--- config.mk ---
export PLATFORM = sky130hd
export DESIGN_NAME = ppbl_top
export DESIGN_NICKNAME = d
export VERILOG_FILES = /design/src/include/ppbl_pkg.sv /design/src/core/ppbl_top.sv /design/src/core/ppbl_irq_sampler.sv
export VERILOG_INCLUDE_DIRS = /design/src /design/src/include
export SDC_FILE = /design/constraint.sdc
export NUM_CORES = 1
export LEC_CHECK = 0
export ABC_CLOCK_PERIOD_IN_PS = 2250
export BUFFER_PORTS_ARGS = -buffer_cell sky130_fd_sc_hd__buf_2
export CAP_MARGIN = 20
export CORE_MARGIN = 4
export CORE_UTILIZATION = 52
export CTS_BUF_LIST = sky130_fd_sc_hd__clkbuf_8
export DETAILED_ROUTE_END_ITERATION = 8
export MAX_ROUTING_LAYER = met4
export PLACE_DENSITY_LB_ADDON = 0.3
export SYNTH_ARGS = -nofsm -noshare
export SYNTH_HDL_FRONTEND = slang
export SYNTH_SLANG_ARGS = --single-unit
--- constraint.sdc ---
create_clock -name clk_sys -period 2.25 [get_ports clk_sys]
set_input_delay 0.3375 -clock clk_sys [delete_from_list [all_inputs] [get_ports clk_sys]]
set_output_delay 0.3375 -clock clk_sys [all_outputs]
set_load 0.01 [all_outputs]
--- src/include/ppbl_regs.svh ---
// Purpose: Register offsets, fields, reset values and timing for the port and bus pin logic
// Assumes: 8-bit AXI4-Lite byte addresses
// Notes:   Definitions only
`ifndef PPBL_REGS_SVH
`define PPBL_REGS_SVH
`define PPBL_OFF_PORTA    8'h00
`define PPBL_OFF_PORTB    8'h04
`define PPBL_OFF_PBDIR    8'h08
`define PPBL_OFF_PORTC    8'h0C
`define PPBL_OFF_ADDR     8'h10
`define PPBL_OFF_WDATA    8'h14
`define PPBL_OFF_PAIR     8'h18
`define PPBL_OFF_CMD      8'h1C
`define PPBL_OFF_CTRL     8'h20
`define PPBL_OFF_IRQ      8'h24
`define PPBL_RST_PORTA    8'h00
`define PPBL_RST_PBDIR    8'hFF
`define PPBL_CTRL_HALT    0
`define PPBL_CTRL_TEN     1
`define PPBL_STAT_TPEND   1
`define PPBL_STAT_EPEND   2
`define PPBL_MC_EXPORT    2'h2
`define PPBL_EXPORT_CLK   5'h09
`define PPBL_RESP_OKAY    2'h0
`define PPBL_RESP_SLVERR  2'h2
`define PPBL_CLK_NS       50
`define PPBL_SAMPLE_NS    1000
`define PPBL_SAMPLE_CYC   ((`PPBL_SAMPLE_NS) / (`PPBL_CLK_NS))
`endif

--- src/include/ppbl_pkg.sv ---
// Purpose: Types for the port and bus pin logic
// Assumes: Nothing
// Notes:   State of each module is one packed struct
`default_nettype none
package ppbl_pkg;
  typedef enum logic [2:0] {
    PPBL_IDLE  = 3'h0,
    PPBL_T1    = 3'h1,
    PPBL_T2    = 3'h2,
    PPBL_TWAIT = 3'h3,
    PPBL_T3    = 3'h4,
    PPBL_T4    = 3'h5
  } ppbl_bus_e;
  typedef enum logic [2:0] {
    PPBL_K_NONE   = 3'h0,
    PPBL_K_READ   = 3'h1,
    PPBL_K_WRITE  = 3'h2,
    PPBL_K_FETCH  = 3'h3,
    PPBL_K_EXPORT = 3'h4
  } ppbl_kind_e;
  typedef enum logic [1:0] {
    PPBL_SRC_NONE  = 2'h0,
    PPBL_SRC_LEVEL = 2'h1,
    PPBL_SRC_TIMER = 2'h2,
    PPBL_SRC_EDGE  = 2'h3
  } ppbl_src_e;
  typedef struct packed {
    logic [1:0] s1;
    logic [1:0] s2;
    logic [4:0] tick;
    logic       lvl;
    logic       edg;
    logic       rise;
  } ppbl_smp_s;
  typedef struct packed {
    logic [7:0]  porta;
    logic [7:0]  pbo;
    logic [7:0]  pbdir;
    logic [7:0]  pb_s1;
    logic [7:0]  pb_s2;
    logic [5:0]  pc_s1;
    logic [5:0]  pc_s2;
    logic [7:0]  db_s1;
    logic [7:0]  db_s2;
    logic        wt_s1;
    logic        wt_s2;
    logic [15:0] addr;
    logic [7:0]  wdat;
    logic [15:0] pair;
    logic [7:0]  rdat;
    logic        halt;
    logic        tmr_en;
    logic [7:0]  tq;
    logic [7:0]  tcnt;
    logic [1:0]  tph;
    logic        tsq;
    logic        tpend;
    logic        epend;
    ppbl_bus_e   st;
    ppbl_kind_e  kind;
    logic [1:0]  mc;
    logic [4:0]  iclk;
    logic        aw_ok;
    logic        w_ok;
    logic [7:0]  awa;
    logic [31:0] wd;
    logic [3:0]  ws;
    logic        bv;
    logic [1:0]  br;
    logic        rv;
    logic [31:0] rd;
    logic [1:0]  rr;
  } ppbl_state_s;
endpackage : ppbl_pkg
`default_nettype wire

--- src/core/ppbl_top.sv ---
// Purpose: Port latches, external bus cycle engine, timer output, interrupt intake
// Assumes: clk_sys 20 MHz, AXI4-Lite slave, software drives each bus cycle
// Notes:   Software issues bus cycles one at a time
// Operation
// - Port A latch holds software written byte
// - Reset drives all port A lines low
// - Port B line floats when input or reset
// - Direction bit zero output, one input
// - Reset sets all direction bits to one
// - Port B read mixes pins and latches
// - Port B write changes only output bits
// - Latch drives pin when switched to output
// - Port B latches hold until write/reset
// - Port C six-bit input, low bits
// - Strobes pulse during access, else float
// - Timer square wave, half count period
// - Data bus floats on input, halt, reset
// - Address bus shows cycle address, unlatched
// - Export shows pair on ninth clock only
// - Fetch flag covers T1 to T3
// - Low wait request at T2 adds waits
// - Level interrupt requests while high
// - Edge interrupt requests on rising edge
// - Priority level, then timer, then edge
// - Interrupt pins sampled at fixed interval
`timescale 1ns/1ps
`default_nettype none
`include "ppbl_regs.svh"
module ppbl_top (
  input  wire logic        clk_sys,
  input  wire logic        reset_n,
  input  wire logic [7:0]  s_axi_awaddr,
  input  wire logic        s_axi_awvalid,
  output logic             s_axi_awready,
  input  wire logic [31:0] s_axi_wdata,
  input  wire logic [3:0]  s_axi_wstrb,
  input  wire logic        s_axi_wvalid,
  output logic             s_axi_wready,
  output logic [1:0]       s_axi_bresp,
  output logic             s_axi_bvalid,
  input  wire logic        s_axi_bready,
  input  wire logic [7:0]  s_axi_araddr,
  input  wire logic        s_axi_arvalid,
  output logic             s_axi_arready,
  output logic [31:0]      s_axi_rdata,
  output logic [1:0]       s_axi_rresp,
  output logic             s_axi_rvalid,
  input  wire logic        s_axi_rready,
  output logic [7:0]       output_port_pins,
  input  wire logic [7:0]  bidir_port_pins_in,
  output logic [7:0]       bidir_port_pins_out,
  output logic [7:0]       bidir_port_pins_oe,
  input  wire logic [5:0]  input_port_pins,
  output logic             wr_strobe_n_out,
  output logic             wr_strobe_n_oe,
  output logic             rd_strobe_n_out,
  output logic             rd_strobe_n_oe,
  output logic             timer_square_out,
  input  wire logic [7:0]  ext_data_bus_in,
  output logic [7:0]       ext_data_bus_out,
  output logic             ext_data_bus_oe,
  output logic [15:0]      ext_address_bus,
  output logic             first_fetch_cycle_flag,
  input  wire logic        wait_request_n,
  input  wire logic        level_irq_input,
  input  wire logic        edge_irq_input,
  output logic             irq_request,
  output logic [1:0]       irq_source
);
  ppbl_pkg::ppbl_state_s s_ff, nxt_s;
  logic                  lvl_req;
  logic                  edge_rise;
  logic                  wr_fire;
  logic                  strobe_mc;
  logic                  strobe_ph;
  logic                  rd_act;
  logic                  wr_act;
  logic [7:0]            pb_rd;
  ppbl_pkg::ppbl_src_e   src;

  function automatic logic [7:0] ppbl_lane(input logic [7:0] old, input logic [7:0] dat,
                                           input logic en);
    return en ? dat : old;
  endfunction : ppbl_lane

  function automatic logic ppbl_mapped(input logic [7:0] a);
    case (a)
      `PPBL_OFF_PORTA, `PPBL_OFF_PORTB, `PPBL_OFF_PBDIR, `PPBL_OFF_PORTC,
      `PPBL_OFF_ADDR, `PPBL_OFF_WDATA, `PPBL_OFF_PAIR, `PPBL_OFF_CMD,
      `PPBL_OFF_CTRL, `PPBL_OFF_IRQ: return 1'b1;
      default: return 1'b0;
    endcase
  endfunction : ppbl_mapped

  function automatic ppbl_pkg::ppbl_src_e ppbl_prio(input logic l, input logic t,
                                                    input logic e);
    if (l) return ppbl_pkg::PPBL_SRC_LEVEL;
    if (t) return ppbl_pkg::PPBL_SRC_TIMER;
    if (e) return ppbl_pkg::PPBL_SRC_EDGE;
    return ppbl_pkg::PPBL_SRC_NONE;
  endfunction : ppbl_prio

  ppbl_irq_sampler u_smp (
    .clk_sys         (clk_sys),
    .reset_n         (reset_n),
    .level_irq_input (level_irq_input),
    .edge_irq_input  (edge_irq_input),
    .level_req       (lvl_req),
    .edge_rise       (edge_rise)
  );

  assign wr_fire = s_ff.aw_ok && s_ff.w_ok;
  // The internal third cycle of an export has no strobe
  assign strobe_mc = (s_ff.kind != ppbl_pkg::PPBL_K_NONE) &&
                     !(s_ff.kind == ppbl_pkg::PPBL_K_EXPORT && s_ff.mc == `PPBL_MC_EXPORT);
  assign strobe_ph = (s_ff.st == ppbl_pkg::PPBL_T2) || (s_ff.st == ppbl_pkg::PPBL_TWAIT) ||
                     (s_ff.st == ppbl_pkg::PPBL_T3);
  assign rd_act = strobe_ph && strobe_mc && (s_ff.kind != ppbl_pkg::PPBL_K_WRITE);
  assign wr_act = strobe_ph && strobe_mc && (s_ff.kind == ppbl_pkg::PPBL_K_WRITE);
  assign pb_rd = (s_ff.pb_s2 & s_ff.pbdir) | (s_ff.pbo & ~s_ff.pbdir);
  assign src = ppbl_prio(lvl_req, s_ff.tpend, s_ff.epend);

  always_comb begin
    nxt_s = s_ff;
    nxt_s.pb_s1 = bidir_port_pins_in;
    nxt_s.pb_s2 = s_ff.pb_s1;
    nxt_s.pc_s1 = input_port_pins;
    nxt_s.pc_s2 = s_ff.pc_s1;
    nxt_s.db_s1 = ext_data_bus_in;
    nxt_s.db_s2 = s_ff.db_s1;
    nxt_s.wt_s1 = wait_request_n;
    nxt_s.wt_s2 = s_ff.wt_s1;
    if (s_ff.bv && s_axi_bready) begin
      nxt_s.bv = 1'b0;
    end
    if (s_ff.rv && s_axi_rready) begin
      nxt_s.rv = 1'b0;
    end
    if (s_axi_awvalid && s_axi_awready) begin
      nxt_s.aw_ok = 1'b1;
      nxt_s.awa = s_axi_awaddr;
    end
    if (s_axi_wvalid && s_axi_wready) begin
      nxt_s.w_ok = 1'b1;
      nxt_s.wd = s_axi_wdata;
      nxt_s.ws = s_axi_wstrb;
    end
    if (s_axi_arvalid && s_axi_arready) begin
      nxt_s.rv = 1'b1;
      nxt_s.rr = ppbl_mapped(s_axi_araddr) ? `PPBL_RESP_OKAY : `PPBL_RESP_SLVERR;
      nxt_s.rd = 32'h0000_0000;
      case (s_axi_araddr)
        `PPBL_OFF_PORTA: nxt_s.rd[7:0] = s_ff.porta;
        `PPBL_OFF_PORTB: nxt_s.rd[7:0] = pb_rd;
        `PPBL_OFF_PBDIR: nxt_s.rd[7:0] = s_ff.pbdir;
        `PPBL_OFF_PORTC: nxt_s.rd[5:0] = s_ff.pc_s2;
        `PPBL_OFF_ADDR:  nxt_s.rd[15:0] = s_ff.addr;
        `PPBL_OFF_WDATA: nxt_s.rd[7:0] = s_ff.wdat;
        `PPBL_OFF_PAIR:  nxt_s.rd[15:0] = s_ff.pair;
        `PPBL_OFF_CMD:   nxt_s.rd[15:0] = {s_ff.rdat, 7'h00, s_ff.st != ppbl_pkg::PPBL_IDLE};
        `PPBL_OFF_CTRL:  nxt_s.rd[15:0] = {s_ff.tq, 6'h00, s_ff.tmr_en, s_ff.halt};
        `PPBL_OFF_IRQ:   nxt_s.rd[5:0] = {src, 1'b0, s_ff.epend, s_ff.tpend, lvl_req};
        default:         nxt_s.rd = 32'h0000_0000;
      endcase
    end
    if (wr_fire) begin
      nxt_s.aw_ok = 1'b0;
      nxt_s.w_ok = 1'b0;
      nxt_s.bv = 1'b1;
      nxt_s.br = ppbl_mapped(s_ff.awa) ? `PPBL_RESP_OKAY : `PPBL_RESP_SLVERR;
      case (s_ff.awa)
        `PPBL_OFF_PORTA: nxt_s.porta = ppbl_lane(s_ff.porta, s_ff.wd[7:0], s_ff.ws[0]);
        `PPBL_OFF_PORTB: begin
          if (s_ff.ws[0]) begin
            nxt_s.pbo = (s_ff.wd[7:0] & ~s_ff.pbdir) | (s_ff.pbo & s_ff.pbdir);
          end
        end
        `PPBL_OFF_PBDIR: nxt_s.pbdir = ppbl_lane(s_ff.pbdir, s_ff.wd[7:0], s_ff.ws[0]);
        `PPBL_OFF_ADDR: begin
          nxt_s.addr[7:0] = ppbl_lane(s_ff.addr[7:0], s_ff.wd[7:0], s_ff.ws[0]);
          nxt_s.addr[15:8] = ppbl_lane(s_ff.addr[15:8], s_ff.wd[15:8], s_ff.ws[1]);
        end
        `PPBL_OFF_WDATA: nxt_s.wdat = ppbl_lane(s_ff.wdat, s_ff.wd[7:0], s_ff.ws[0]);
        `PPBL_OFF_PAIR: begin
          nxt_s.pair[7:0] = ppbl_lane(s_ff.pair[7:0], s_ff.wd[7:0], s_ff.ws[0]);
          nxt_s.pair[15:8] = ppbl_lane(s_ff.pair[15:8], s_ff.wd[15:8], s_ff.ws[1]);
        end
        `PPBL_OFF_CMD: begin
          // Commands during a cycle or halt are dropped, not queued
          if (s_ff.ws[0] && s_ff.st == ppbl_pkg::PPBL_IDLE && !s_ff.halt &&
              s_ff.wd[2:0] != 3'h0 && s_ff.wd[2:0] <= 3'h4) begin
            nxt_s.kind = ppbl_pkg::ppbl_kind_e'(s_ff.wd[2:0]);
            nxt_s.mc = 2'h0;
            nxt_s.iclk = 5'h00;
            nxt_s.st = ppbl_pkg::PPBL_T1;
          end
        end
        `PPBL_OFF_CTRL: begin
          if (s_ff.ws[0]) begin
            nxt_s.halt = s_ff.wd[`PPBL_CTRL_HALT];
            nxt_s.tmr_en = s_ff.wd[`PPBL_CTRL_TEN];
          end
          nxt_s.tq = ppbl_lane(s_ff.tq, s_ff.wd[15:8], s_ff.ws[1]);
        end
        `PPBL_OFF_IRQ: begin
          if (s_ff.ws[0] && s_ff.wd[`PPBL_STAT_TPEND]) begin
            nxt_s.tpend = 1'b0;
          end
          if (s_ff.ws[0] && s_ff.wd[`PPBL_STAT_EPEND]) begin
            nxt_s.epend = 1'b0;
          end
        end
        default: nxt_s.br = `PPBL_RESP_SLVERR;
      endcase
    end
    if (s_ff.st != ppbl_pkg::PPBL_IDLE && s_ff.st != ppbl_pkg::PPBL_TWAIT) begin
      nxt_s.iclk = s_ff.iclk + 5'h01;
    end
    case (s_ff.st)
      ppbl_pkg::PPBL_IDLE: begin
        if (nxt_s.st == ppbl_pkg::PPBL_IDLE) begin
          nxt_s.kind = ppbl_pkg::PPBL_K_NONE;
        end
      end
      ppbl_pkg::PPBL_T1: nxt_s.st = ppbl_pkg::PPBL_T2;
      ppbl_pkg::PPBL_T2: begin
        // Wait is seen through the synchroniser, two clocks behind the pin
        if (strobe_mc && !s_ff.wt_s2) begin
          nxt_s.st = ppbl_pkg::PPBL_TWAIT;
        end else begin
          nxt_s.st = ppbl_pkg::PPBL_T3;
        end
      end
      ppbl_pkg::PPBL_TWAIT: begin
        if (s_ff.wt_s2) begin
          nxt_s.st = ppbl_pkg::PPBL_T3;
        end
      end
      ppbl_pkg::PPBL_T3: nxt_s.st = ppbl_pkg::PPBL_T4;
      ppbl_pkg::PPBL_T4: begin
        // Synchroniser lag: this byte left the pins while the strobe was still low
        if (strobe_mc && s_ff.kind != ppbl_pkg::PPBL_K_WRITE) begin
          nxt_s.rdat = s_ff.db_s2;
        end
        if (s_ff.kind == ppbl_pkg::PPBL_K_EXPORT && s_ff.mc != `PPBL_MC_EXPORT) begin
          nxt_s.mc = s_ff.mc + 2'h1;
          nxt_s.st = ppbl_pkg::PPBL_T1;
        end else begin
          nxt_s.st = ppbl_pkg::PPBL_IDLE;
        end
      end
      default: nxt_s.st = ppbl_pkg::PPBL_IDLE;
    endcase
    // Square period is two quarters, so it runs at half the full count time
    if (!s_ff.tmr_en) begin
      nxt_s.tcnt = 8'h00;
      nxt_s.tph = 2'h0;
    end else if (s_ff.tcnt == s_ff.tq) begin
      nxt_s.tcnt = 8'h00;
      nxt_s.tsq = !s_ff.tsq;
      nxt_s.tph = s_ff.tph + 2'h1;
      if (s_ff.tph == 2'h3) begin
        nxt_s.tpend = 1'b1;
      end
    end else begin
      nxt_s.tcnt = s_ff.tcnt + 8'h01;
    end
    if (edge_rise) begin
      nxt_s.epend = 1'b1;
    end
  end

  always_ff @(posedge clk_sys or negedge reset_n) begin
    if (!reset_n) begin
      s_ff <= '0;
      s_ff.porta <= `PPBL_RST_PORTA;
      s_ff.pbdir <= `PPBL_RST_PBDIR;
      s_ff.wt_s1 <= 1'b1;
      s_ff.wt_s2 <= 1'b1;
    end else begin
      s_ff <= nxt_s;
    end
  end

  assign s_axi_awready = !s_ff.aw_ok && !s_ff.bv;
  assign s_axi_wready = !s_ff.w_ok && !s_ff.bv;
  assign s_axi_bvalid = s_ff.bv;
  assign s_axi_bresp = s_ff.br;
  assign s_axi_arready = !s_ff.rv;
  assign s_axi_rvalid = s_ff.rv;
  assign s_axi_rdata = s_ff.rd;
  assign s_axi_rresp = s_ff.rr;
  assign output_port_pins = s_ff.porta;
  assign bidir_port_pins_out = s_ff.pbo;
  assign bidir_port_pins_oe = ~s_ff.pbdir;
  assign wr_strobe_n_out = 1'b0;
  assign wr_strobe_n_oe = wr_act;
  assign rd_strobe_n_out = 1'b0;
  assign rd_strobe_n_oe = rd_act;
  assign timer_square_out = s_ff.tsq;
  assign ext_data_bus_out = s_ff.wdat;
  assign ext_data_bus_oe = (s_ff.kind == ppbl_pkg::PPBL_K_WRITE) && !s_ff.halt &&
                           (s_ff.st != ppbl_pkg::PPBL_IDLE);
  assign first_fetch_cycle_flag = (strobe_ph || s_ff.st == ppbl_pkg::PPBL_T1) &&
                                  s_ff.mc == 2'h0 &&
                                  (s_ff.kind == ppbl_pkg::PPBL_K_FETCH ||
                                   s_ff.kind == ppbl_pkg::PPBL_K_EXPORT);
  assign irq_request = src != ppbl_pkg::PPBL_SRC_NONE;
  assign irq_source = src;

  always_comb begin
    ext_address_bus = 16'h0000;
    if (s_ff.st != ppbl_pkg::PPBL_IDLE) begin
      if (s_ff.kind == ppbl_pkg::PPBL_K_EXPORT && s_ff.mc == `PPBL_MC_EXPORT &&
          s_ff.st == ppbl_pkg::PPBL_T1) begin
        ext_address_bus = s_ff.pair;
      end else begin
        ext_address_bus = s_ff.addr + {14'h0000, s_ff.mc};
      end
    end
  end
endmodule : ppbl_top
`default_nettype wire

--- src/core/ppbl_irq_sampler.sv ---
// Purpose: Synchronise and periodically sample the two interrupt pins
// Assumes: clk_sys at 20 MHz
// Notes:   Pulses shorter than one sample interval may be missed by design
`timescale 1ns/1ps
`default_nettype none
`include "ppbl_regs.svh"
module ppbl_irq_sampler (
  input  wire logic clk_sys,
  input  wire logic reset_n,
  input  wire logic level_irq_input,
  input  wire logic edge_irq_input,
  output logic      level_req,
  output logic      edge_rise
);
  localparam logic [4:0] LAST = 5'(`PPBL_SAMPLE_CYC - 1);
  ppbl_pkg::ppbl_smp_s s_ff, nxt_s;

  always_comb begin
    nxt_s = s_ff;
    nxt_s.s1 = {edge_irq_input, level_irq_input};
    nxt_s.s2 = s_ff.s1;
    nxt_s.rise = 1'b0;
    if (s_ff.tick == LAST) begin
      nxt_s.tick = 5'h00;
      nxt_s.lvl = s_ff.s2[0];
      nxt_s.edg = s_ff.s2[1];
      nxt_s.rise = s_ff.s2[1] && !s_ff.edg;
    end else begin
      nxt_s.tick = s_ff.tick + 5'h01;
    end
  end

  // Edge history starts high so a line already high at reset is no request
  always_ff @(posedge clk_sys or negedge reset_n) begin
    if (!reset_n) begin
      s_ff <= '{s1: 2'h0, s2: 2'h0, tick: 5'h00, lvl: 1'b0, edg: 1'b1, rise: 1'b0};
    end else begin
      s_ff <= nxt_s;
    end
  end

  assign level_req = s_ff.lvl;
  assign edge_rise = s_ff.rise;
endmodule : ppbl_irq_sampler
`default_nettype wire

# Word-level counts from Yosys, hierarchy flattened
# Cells that the tools add are included.
# Widths: inputs -> output; s select.
# classes
add_sub_neg	5
multipliers	0
div_mod_pow	0
n_lt_le_gt_ge	1
eq_ne	33
shift	0
n_mux	52
bitwise	7
reduce_logical	73
# ops
op	count
$eq 8x5->1 const B	8
$pmux 6 s10	1
$mux 35	1
$reduce_and 3->1	11
$and 8x8->8	4
$eq 8x4->1 const B	4
$eq 8x6->1 const B	4
$mux 16	2
$pmux 8 s4	1
$logic_and 1x1->1	28
$mux 13	2
$mux 2	12
$mux 1	21
$reduce_or 10->1	2
$pmux 3 s6	1
$mux 17	1
$add 16x2->16	1
$eq 8x3->1 const B	2
$logic_not 8->1	2
$or 8x8->8	2
$reduce_bool 2->1	8
$mux 3	5
$eq 3x2->1 const B	4
$pmux 2 s6	1
24 further kinds	43
# totals
ff_bits	211
latch_bits	0
mem_bits_rw	0
mem_bits_ro	0
in_bits	84
out_inout_bits	99
word_cells	215
memories	0

# Depth between registers and ports, before layout
# Gate-level depths: netlist (run 1).
# logic_depth
word_depth	11
ltp_mapped	7

# Cells and area by module
# From an unflattened synthesis (run 1), not the netlist that was laid out.
# unflattened
hier_cells	828
area_unflattened_um2	9689.3
# by_module_without_submodules
module	instances	cells_each	area_each_um2	seq_area_each_um2
ppbl_top	1	800	9247.6	4942.2
ppbl_irq_sampler	1	28	441.7	301.5

# Worst setup path before layout (run 1)
# Ideal clock, no wire load.
# synth_path
path_kind	register to output
from	reg s_ff[152] in the netlist's numbering
to	out ext_address_bus[12]
t_arrival_ns	1.990
slack_ns	-0.077
stages_incl_launch_ff	8
path_buffers	0
cell_sequence	dfrtp_1 > ha_1 > inv_1 > fa_1 > nor4b_1 > nand3_1 > xor2_1 > a22oi_1
# synth_via
elab_chain_cells	3
# synth_lines
element	line_no	source
from (decl)	ppbl_top.sv:70	ppbl_pkg::ppbl_state_s s_ff, nxt_s;
from (signal assigned)	ppbl_top.sv:281	s_ff <= nxt_s;
$add 16x2->16	ppbl_top.sv:318	ext_address_bus = s_ff.addr + {14'h0000, s_ff.mc};
$mux 16	ppbl_top.sv:314	if (s_ff.kind == ppbl_pkg::PPBL_K_EXPORT && s_ff.mc == `PPBL_MC_EXPORT &&
$mux 16	ppbl_top.sv:313	if (s_ff.st != ppbl_pkg::PPBL_IDLE) begin
to (decl)	ppbl_top.sv:62	output logic [15:0] ext_address_bus,
# Every way passes these cells.

# Final worst setup path (run 1)
# layout_path
from	reg s_ff[89] in the netlist's numbering
to	out ext_address_bus[1]
# layout_via
elab_chain_cells	5
# layout_lines
element	line_no
parallel branches: the longest is 3 deep, another holds $add 16x2->16	--
$mux 16 *	ppbl_top.sv:314
$mux 16 *	ppbl_top.sv:313
# Mark *: on every way between the ends.

==> results of run 1 <==
[layout make-up]
cell class / count / area (µm²)
fillers: 1379 / 6150
flip-flops and latches: 209 / 5240
multi-input cells: 524 / 4060
repair buffers: 245 / 1650
clock buffers: 46 / 633
well taps: 229 / 287
clock inverters: 19 / 113
inverters: 21 / 78.8
[kinds of logic after synthesis]
group,share of synthesized area
AO/OA/AOI/OAI,0.0800
XOR/XNOR,0.0297
adder cells (fa/ha/maj),0.0110
buffers and inverters,0.0690
flip-flops,0.538
multiplexers,0.157
other,0.000385
AND/OR/NAND/NOR,0.115
[worst min path at each step]
stage	from	to	cells past startpoint
floorplan	reset_n	async pin	0
global placement	nxt_s[172]	s_ff[172]	0
detailed placement	nxt_s[170]	s_ff[170]	0
CTS	s_axi_rready	s_axi_rvalid	2
global route	s_axi_wdata[6]	s_ff[48]	2
finish	s_axi_rready	s_axi_rvalid	2
[what timing repair did]
item / CTS / global route
gates cloned: 0 / 1
pin swaps: 11 / 5
gates resized for setup: 35 / 14
setup endpoints to repair: 19 / 22
endpoints found under the hold margin: 79 / 0
setup buffers: 2 / 4
hold buffers: 27 / 0
[registers in the layout (all words and copies together) (netlist names), named ones only]
signal / cells
timer_square_out: 1
s_axi_bresp: 1
u_smp.level_req: 1
s_axi_rresp: 1
ext_data_bus_out: 8
nxt_s: 23
s_axi_bvalid: 1
output_port_pins: 8
s_axi_rdata: 16
s_ff: 129
u_smp.nxt_s: 2
u_smp.edge_rise: 1
u_smp.s_ff: 8
s_axi_rvalid: 1
[stage by stage]
step                      total power, µW  instance area (µm²)  instances  setup slack (ns)  hold WS (ns)
after floorplan                      6030                 9820        843            0.0206        0.0419
after CTS                           10500                12000       1288            -0.593       0.00407
after detailed placement             6910                10800       1194            -0.201         0.336
after global placement               6840                10800       1194            -0.135         0.332
after global routing                11100                12100       1293            -0.727        0.0232
final                               10600                12100       1293            -0.652        0.0156
[power breakdown]
part / switching [µW] / internal, µW / leakage, µW
registers: 579 / 4260 / 0.00268
logic: 1220 / 1060 / 0.00282
clock network: 1530 / 1960 / 0.000422
total: 3330 / 7270 / 0.00592
[placed cells by master, fill, tap and decap left out, types with 6 or more instances in the layout]
master and count:
nand2_2 8, nor2b_1 8, clkbuf_8 47, inv_1 30
mux2_2 119, o21ai_0 22, buf_4 67, dfrtp_1 198
a21o_1 7, a22o_1 8, xnor2_1 11, nand2_1 40
mux2i_1 14, nor3_1 9, and3_1 9, xor2_1 22
buf_2 142, conb_1 20, nand3_1 18, dlygate4sd3_1 27
a22oi_1 14, dfstp_2 11, nor2_1 56, a21oi_1 20
nor4_1 9, clkinv_2 6
[layer usage]
metal  track usage  wire length (µm)  share of wire
met2         0.370             11600           0.46
met3        0.0582              2030          0.080
met1         0.354             11300           0.44
met5             -                 0              0
met4        0.0565               431          0.017
[critical path, stage by stage (launching register included)]
cell      delay, ns
dfrtp_1        0.41
inv_1          0.10
ha_2           0.20
nand3_2        0.09
or4b_4         0.54
buf_12         0.18
a211oi_2       0.24
buf_4          0.15
buf_2          0.12
==> results.md, run 1 <==
- Outcome: finished, violations left
- Violated checks: negative setup slack
- R2R setup slack: ~0.1 ns
- Syn. warnings: 0
- Vias in the first global route: about 7100
- Wire per inst: ~20 µm
- Initial antenna violation count: 0
- Maximum number of pins on one net before global-route repair: 63
- Power per cell area: 879 nW/µm²
- Final Hold Viols: 0
- Layout cell share with drive strength beyond 1: 0.421
- Initial drt markers: 614
- Total GRT Usage: 0.250
- Gpl congestion: slightly above 1
- Worst setup path class: flop to primary output
- Post-synthesis cell type count: 65
- Hold WC Path Type: input port to flop
- Std cell rows: 49
- Slew @ Worst Pin: roughly 1.1 ns
- Worst Setup SP: s_ff[89]
- CP Launch Type: flop
- Buffers on Ports: between 100 and 150
- Maximum clock path buffer count: 3
- Yosys top cell by area: dfrtp_1
- Final core occ: 0.662
- CTS Buf Count: 36
- Vias: about 7200
- Post-synth ARST share: 1.00
- Final setup viols: 16
- Seq cells post-synth: about 210
- Worst Setup EP: ext_address_bus[1]
- First-pass DRT Iterations: 5
- Critical path arrival: 2.56 ns
- Reg2reg start: s_ff[96]
- Crit share post-route: 1.29
- Setup TNS: -9.71 ns
- DP Wirelength: 17900 µm
- Max IR drop VDD: about 0.00067 V
- Slew Limit Fails: 0
- H-Tree Depth: 2
- Die ar.: roughly 21000 µm²
- Top cells by area, synth: dfrtp_1, mux2_2, buf_4, dfstp_2, nor2_1
- Clock Sinks: 209
- Clock slew at reported path FFs: approximately 0.060 ns
- Initial core utilization: 0.535
- Worst slew margin: 0.280
- # nets final: ~1100
- Clock Latency Late Sink: around 0.53 ns
- Top post-synthesis cells by count: dfrtp_1, mux2_2, buf_4
- Core area: around 18000 µm²
- Clk Tree Root Cell: clkbuf_8
- Top-count cell post-synth: dfrtp_1
- Via density per instance: between 5 and 6
- Gate Count Post-Synth: 824
- Antenna cells: 0
- Crit. End Element: primary output
- Tmin final: 2.90 ns
- Total wire length: between 20000 and 30000 µm
- Unrepaired setup endpoints after global routing: true
- Drt drc: 0
- I/O Pins: 183
- RR Endpoint: s_axi_rdata[0]
- Mapped cell area: a little under 10000 µm²
- Crit path max fanout: 8
- Die width: 145 µm
- CTS tree: yes
- Post-route ant nets: 0
- Synth top area share: 0.509
- Global-route wire length before repair: between 30000 and 40000 µm
- Seq/Total Area, Yosys: 0.538
- Syn-to-layout area delta: 23.8%
- Ys flop type: dfrtp_1
- Mean Syn Cell Area: between 10 and 15 µm²
- Max Freq: between 0.3 and 0.4 GHz
- Setup WS post-layout: -0.652 ns
- Reg2reg path depth: 8
- GR Overflow Total: 0
- Post-synth EDFFs: 0
- Max-cap violations: 0
- Pleak: 0.00592 µW
- Skew final: about 0.024 ns
- Required time of the critical path: around 1.9 ns
- Die Span Y: between 100 and 150 µm
(Power assumes the default switching activity.)
==> run 2, diff against run 1 <==
--- a/config.mk
+++ b/config.mk
@@ -6,11 +6,11 @@
 export SDC_FILE = /design/constraint.sdc
 export NUM_CORES = 1
 export LEC_CHECK = 0
-export ABC_CLOCK_PERIOD_IN_PS = 2250
+export ABC_CLOCK_PERIOD_IN_PS = 3300
 export BUFFER_PORTS_ARGS = -buffer_cell sky130_fd_sc_hd__buf_2
 export CAP_MARGIN = 20
 export CORE_MARGIN = 4
-export CORE_UTILIZATION = 52
+export CORE_UTILIZATION = 58
 export CTS_BUF_LIST = sky130_fd_sc_hd__clkbuf_8
 export DETAILED_ROUTE_END_ITERATION = 8
 export MAX_ROUTING_LAYER = met4
==> constraint.sdc (replaced) <==
create_clock -name clk_sys -period 3.3 [get_ports clk_sys]
set_input_delay 0.495 -clock clk_sys [delete_from_list [all_inputs] [get_ports clk_sys]]
set_output_delay 0.495 -clock clk_sys [all_outputs]
set_load 0.01 [all_outputs]
==> results.md, run 2 (synthesis results as in run 1) <==
- Tmin final: ~3.2 ns
- Crit share post-route: 0.972
- Unrepaired setup endpoints after global routing: false
- Initial antenna violation count: 0
- Initial core utilization: 0.589
- Wire per inst: just under 20 µm
- Crit. End Element: primary output
- GR Overflow Total: 0
- Hold Crit Start: ext_data_bus_in[4]
- Die Span Y: between 100 and 150 µm
- Max stage delay on crit path: between 0.6 and 0.7 ns
- Post-route ant nets: 0
- Gpl congestion: a little under 1
- Hold Crit Depth: 1
- Max-cap violations: 0
- Maximum clock path buffer count: 3
- Core area: about 17000 µm²
- Initial drt markers: a little over 600
- Total wire length: roughly 23000 µm
- Most frequent cells in the layout: dfrtp_1, buf_2, mux2_2, nor2_1, clkbuf_8
- Cell Chain, Critical Path: inv_1, ha_1, nand3_1, or4b_4, a211oi_1, buf_2
- Fill cell count: between 1000 and 1500
- Drt drc: 0
- Worst Setup SP: s_ff[89]
- Slew @ Worst Pin: approximately 0.85 ns
- Final setup viols: 0
- I/O Pins: about 180
- Vias: just under 7000
- Clock slew at reported path FFs: 0.06 ns
- Final core occ: 0.671
- Clock Sinks: ~210
- Maximum number of pins on one net before global-route repair: 90
- Critical path arrival: between 2 and 3 ns
- Max reg flops: roughly 130
- CTS Buf Count: 36
- Setup TNS: 0 ns
- Buffers on Ports: about 140
- Pleak: about 0.0054 µW
- Reg2reg path depth: 4
- Max Freq: between 0.3 and 0.4 GHz
- Post-CTS Setup Inserts: 0
- Design area: 11100 µm²
- Die width: about 140 µm
- Area occupied by multi-input gates: 3920 µm²
- Global-route wire length before repair: ~36000 µm
- Skew final: around 0.012 ns
- Clk Tree Root Cell: clkbuf_8
- Most common cell after layout, fill and taps aside: dfrtp_1
- Slew Limit Fails: 0
- Layout cell share with drive strength beyond 1: 0.365
- Syn-to-layout area delta: 13.9%
- Std cell rows: 47
- Clock Latency Late Sink: ~0.52 ns
- Final Hold Viols: 0
- Hold Path Sink: nxt_s[174]
- Slowest cell on crit path: or4b_4
- Outcome: complete, no violations
- CTS tree: yes
- CP Launch Type: flop
- Via density per instance: 5.70
- R2R setup slack: 1.07 ns
- Register area: about 5200 µm²
- Cell Count, Final, Fillers Out: 1196
- # nets final: between 1000 and 1500
- Max IR drop VDD: roughly 0.00046 V
- Crit path max fanout: 15
- Power per cell area: just over 600 nW/µm²
- Inst Count DP: about 1100
- Vias in the first global route: about 6500
- Required time of the critical path: around 2.8 ns
- Largest Register: s_ff
- H-Tree Depth: 2
- DP Wirelength: 16700 µm
- Die ar.: about 19000 µm²
- Placed cell areas: between 10000 and 15000 µm²
- Total GRT Usage: 0.256
- Antenna cells: 0
- First-pass DRT Iterations: 5
- Worst slew margin: 0.422
- Hold WC Path Type: input port to flop
- Reg2reg start: s_ff[75]
- Worst setup path class: flop to primary output
-- run 2: changes by cell type in the layout (fill, tap and decap cells not counted), moves of 5 or more --
cell and change:
o21ai_1 -5, buf_4 -56, o21ai_0 +8, dlygate4sd3_1 -26, inv_1 +5
-- run 2: worst max path at each step --
| stage | end | depth (start not counted) |
|---|---|---|
| floorplan | ext_address_bus[12] | 7 |
| global placement | ext_address_bus[12] | 8 |
| detailed placement | ext_address_bus[12] | 8 |
| CTS | ext_address_bus[12] | 8 |
| global route | ext_address_bus[3] | 6 |
| finish | ext_address_bus[3] | 6 |
-- run 2: final cells by class --
cell class              count  area share
well taps                 220      0.0248
clock inverters            18     0.00710
repair buffers            158      0.0777
clock buffers              46      0.0571
multi-input cells         524       0.354
inverters                  21     0.00710
flip-flops and latches    209       0.473
-- run 2: power breakdown --
| part | total [µW] | internal (µW) | leakage (µW) | switching [µW] |
|---|---|---|---|---|
| Sequential | 3410 | 2900 | 0.00268 | 507 |
| Combinational | 1140 | 547 | 0.00234 | 593 |
| Clock | 2250 | 1250 | 0.000418 | 1000 |
| Total | 6800 | 4700 | 0.00543 | 2100 |
-- run 2: what timing repair did --
action,in CTS,in global routing
hold buffers,1,0
gates cloned,0,0
hold endpoints to repair,53,0
setup endpoints to repair,9,2
resized for setup,2,3
-- run 2: per-stage QoR --
stage               worst slack, ns  hold slack, ns  total power (µW)
floorplan                     0.815           0.199              4110
global placement              0.478           0.333              4530
detailed placement            0.456           0.335              4570
CTS                          0.0196          0.0531              6840
global route                0.00574          0.0479              7160
finish                       0.0937          0.0745              6800
-- run 2: per-layer routing --
metal / vias to the layer above / part of all wire / track usage
met1: 3340 / 0.45 / 0.380
li1: 3105 / - / -
met4: 0 / 0.022 / 0.0732
met3: 45 / 0.092 / 0.0551
met2: 322 / 0.44 / 0.358
met5: - / 0 / -
-- run 2: critical path: cells and delay by family, from the launching register on --
| family | cells | cell delay (ns) |
|---|---|---|
| fa+ha+maj | 1 | 0.24 |
| buf+inv | 2 | 0.34 |
| compound gates | 1 | 0.49 |
| simple gates | 2 | 0.75 |
| flops | 1 | 0.38 |
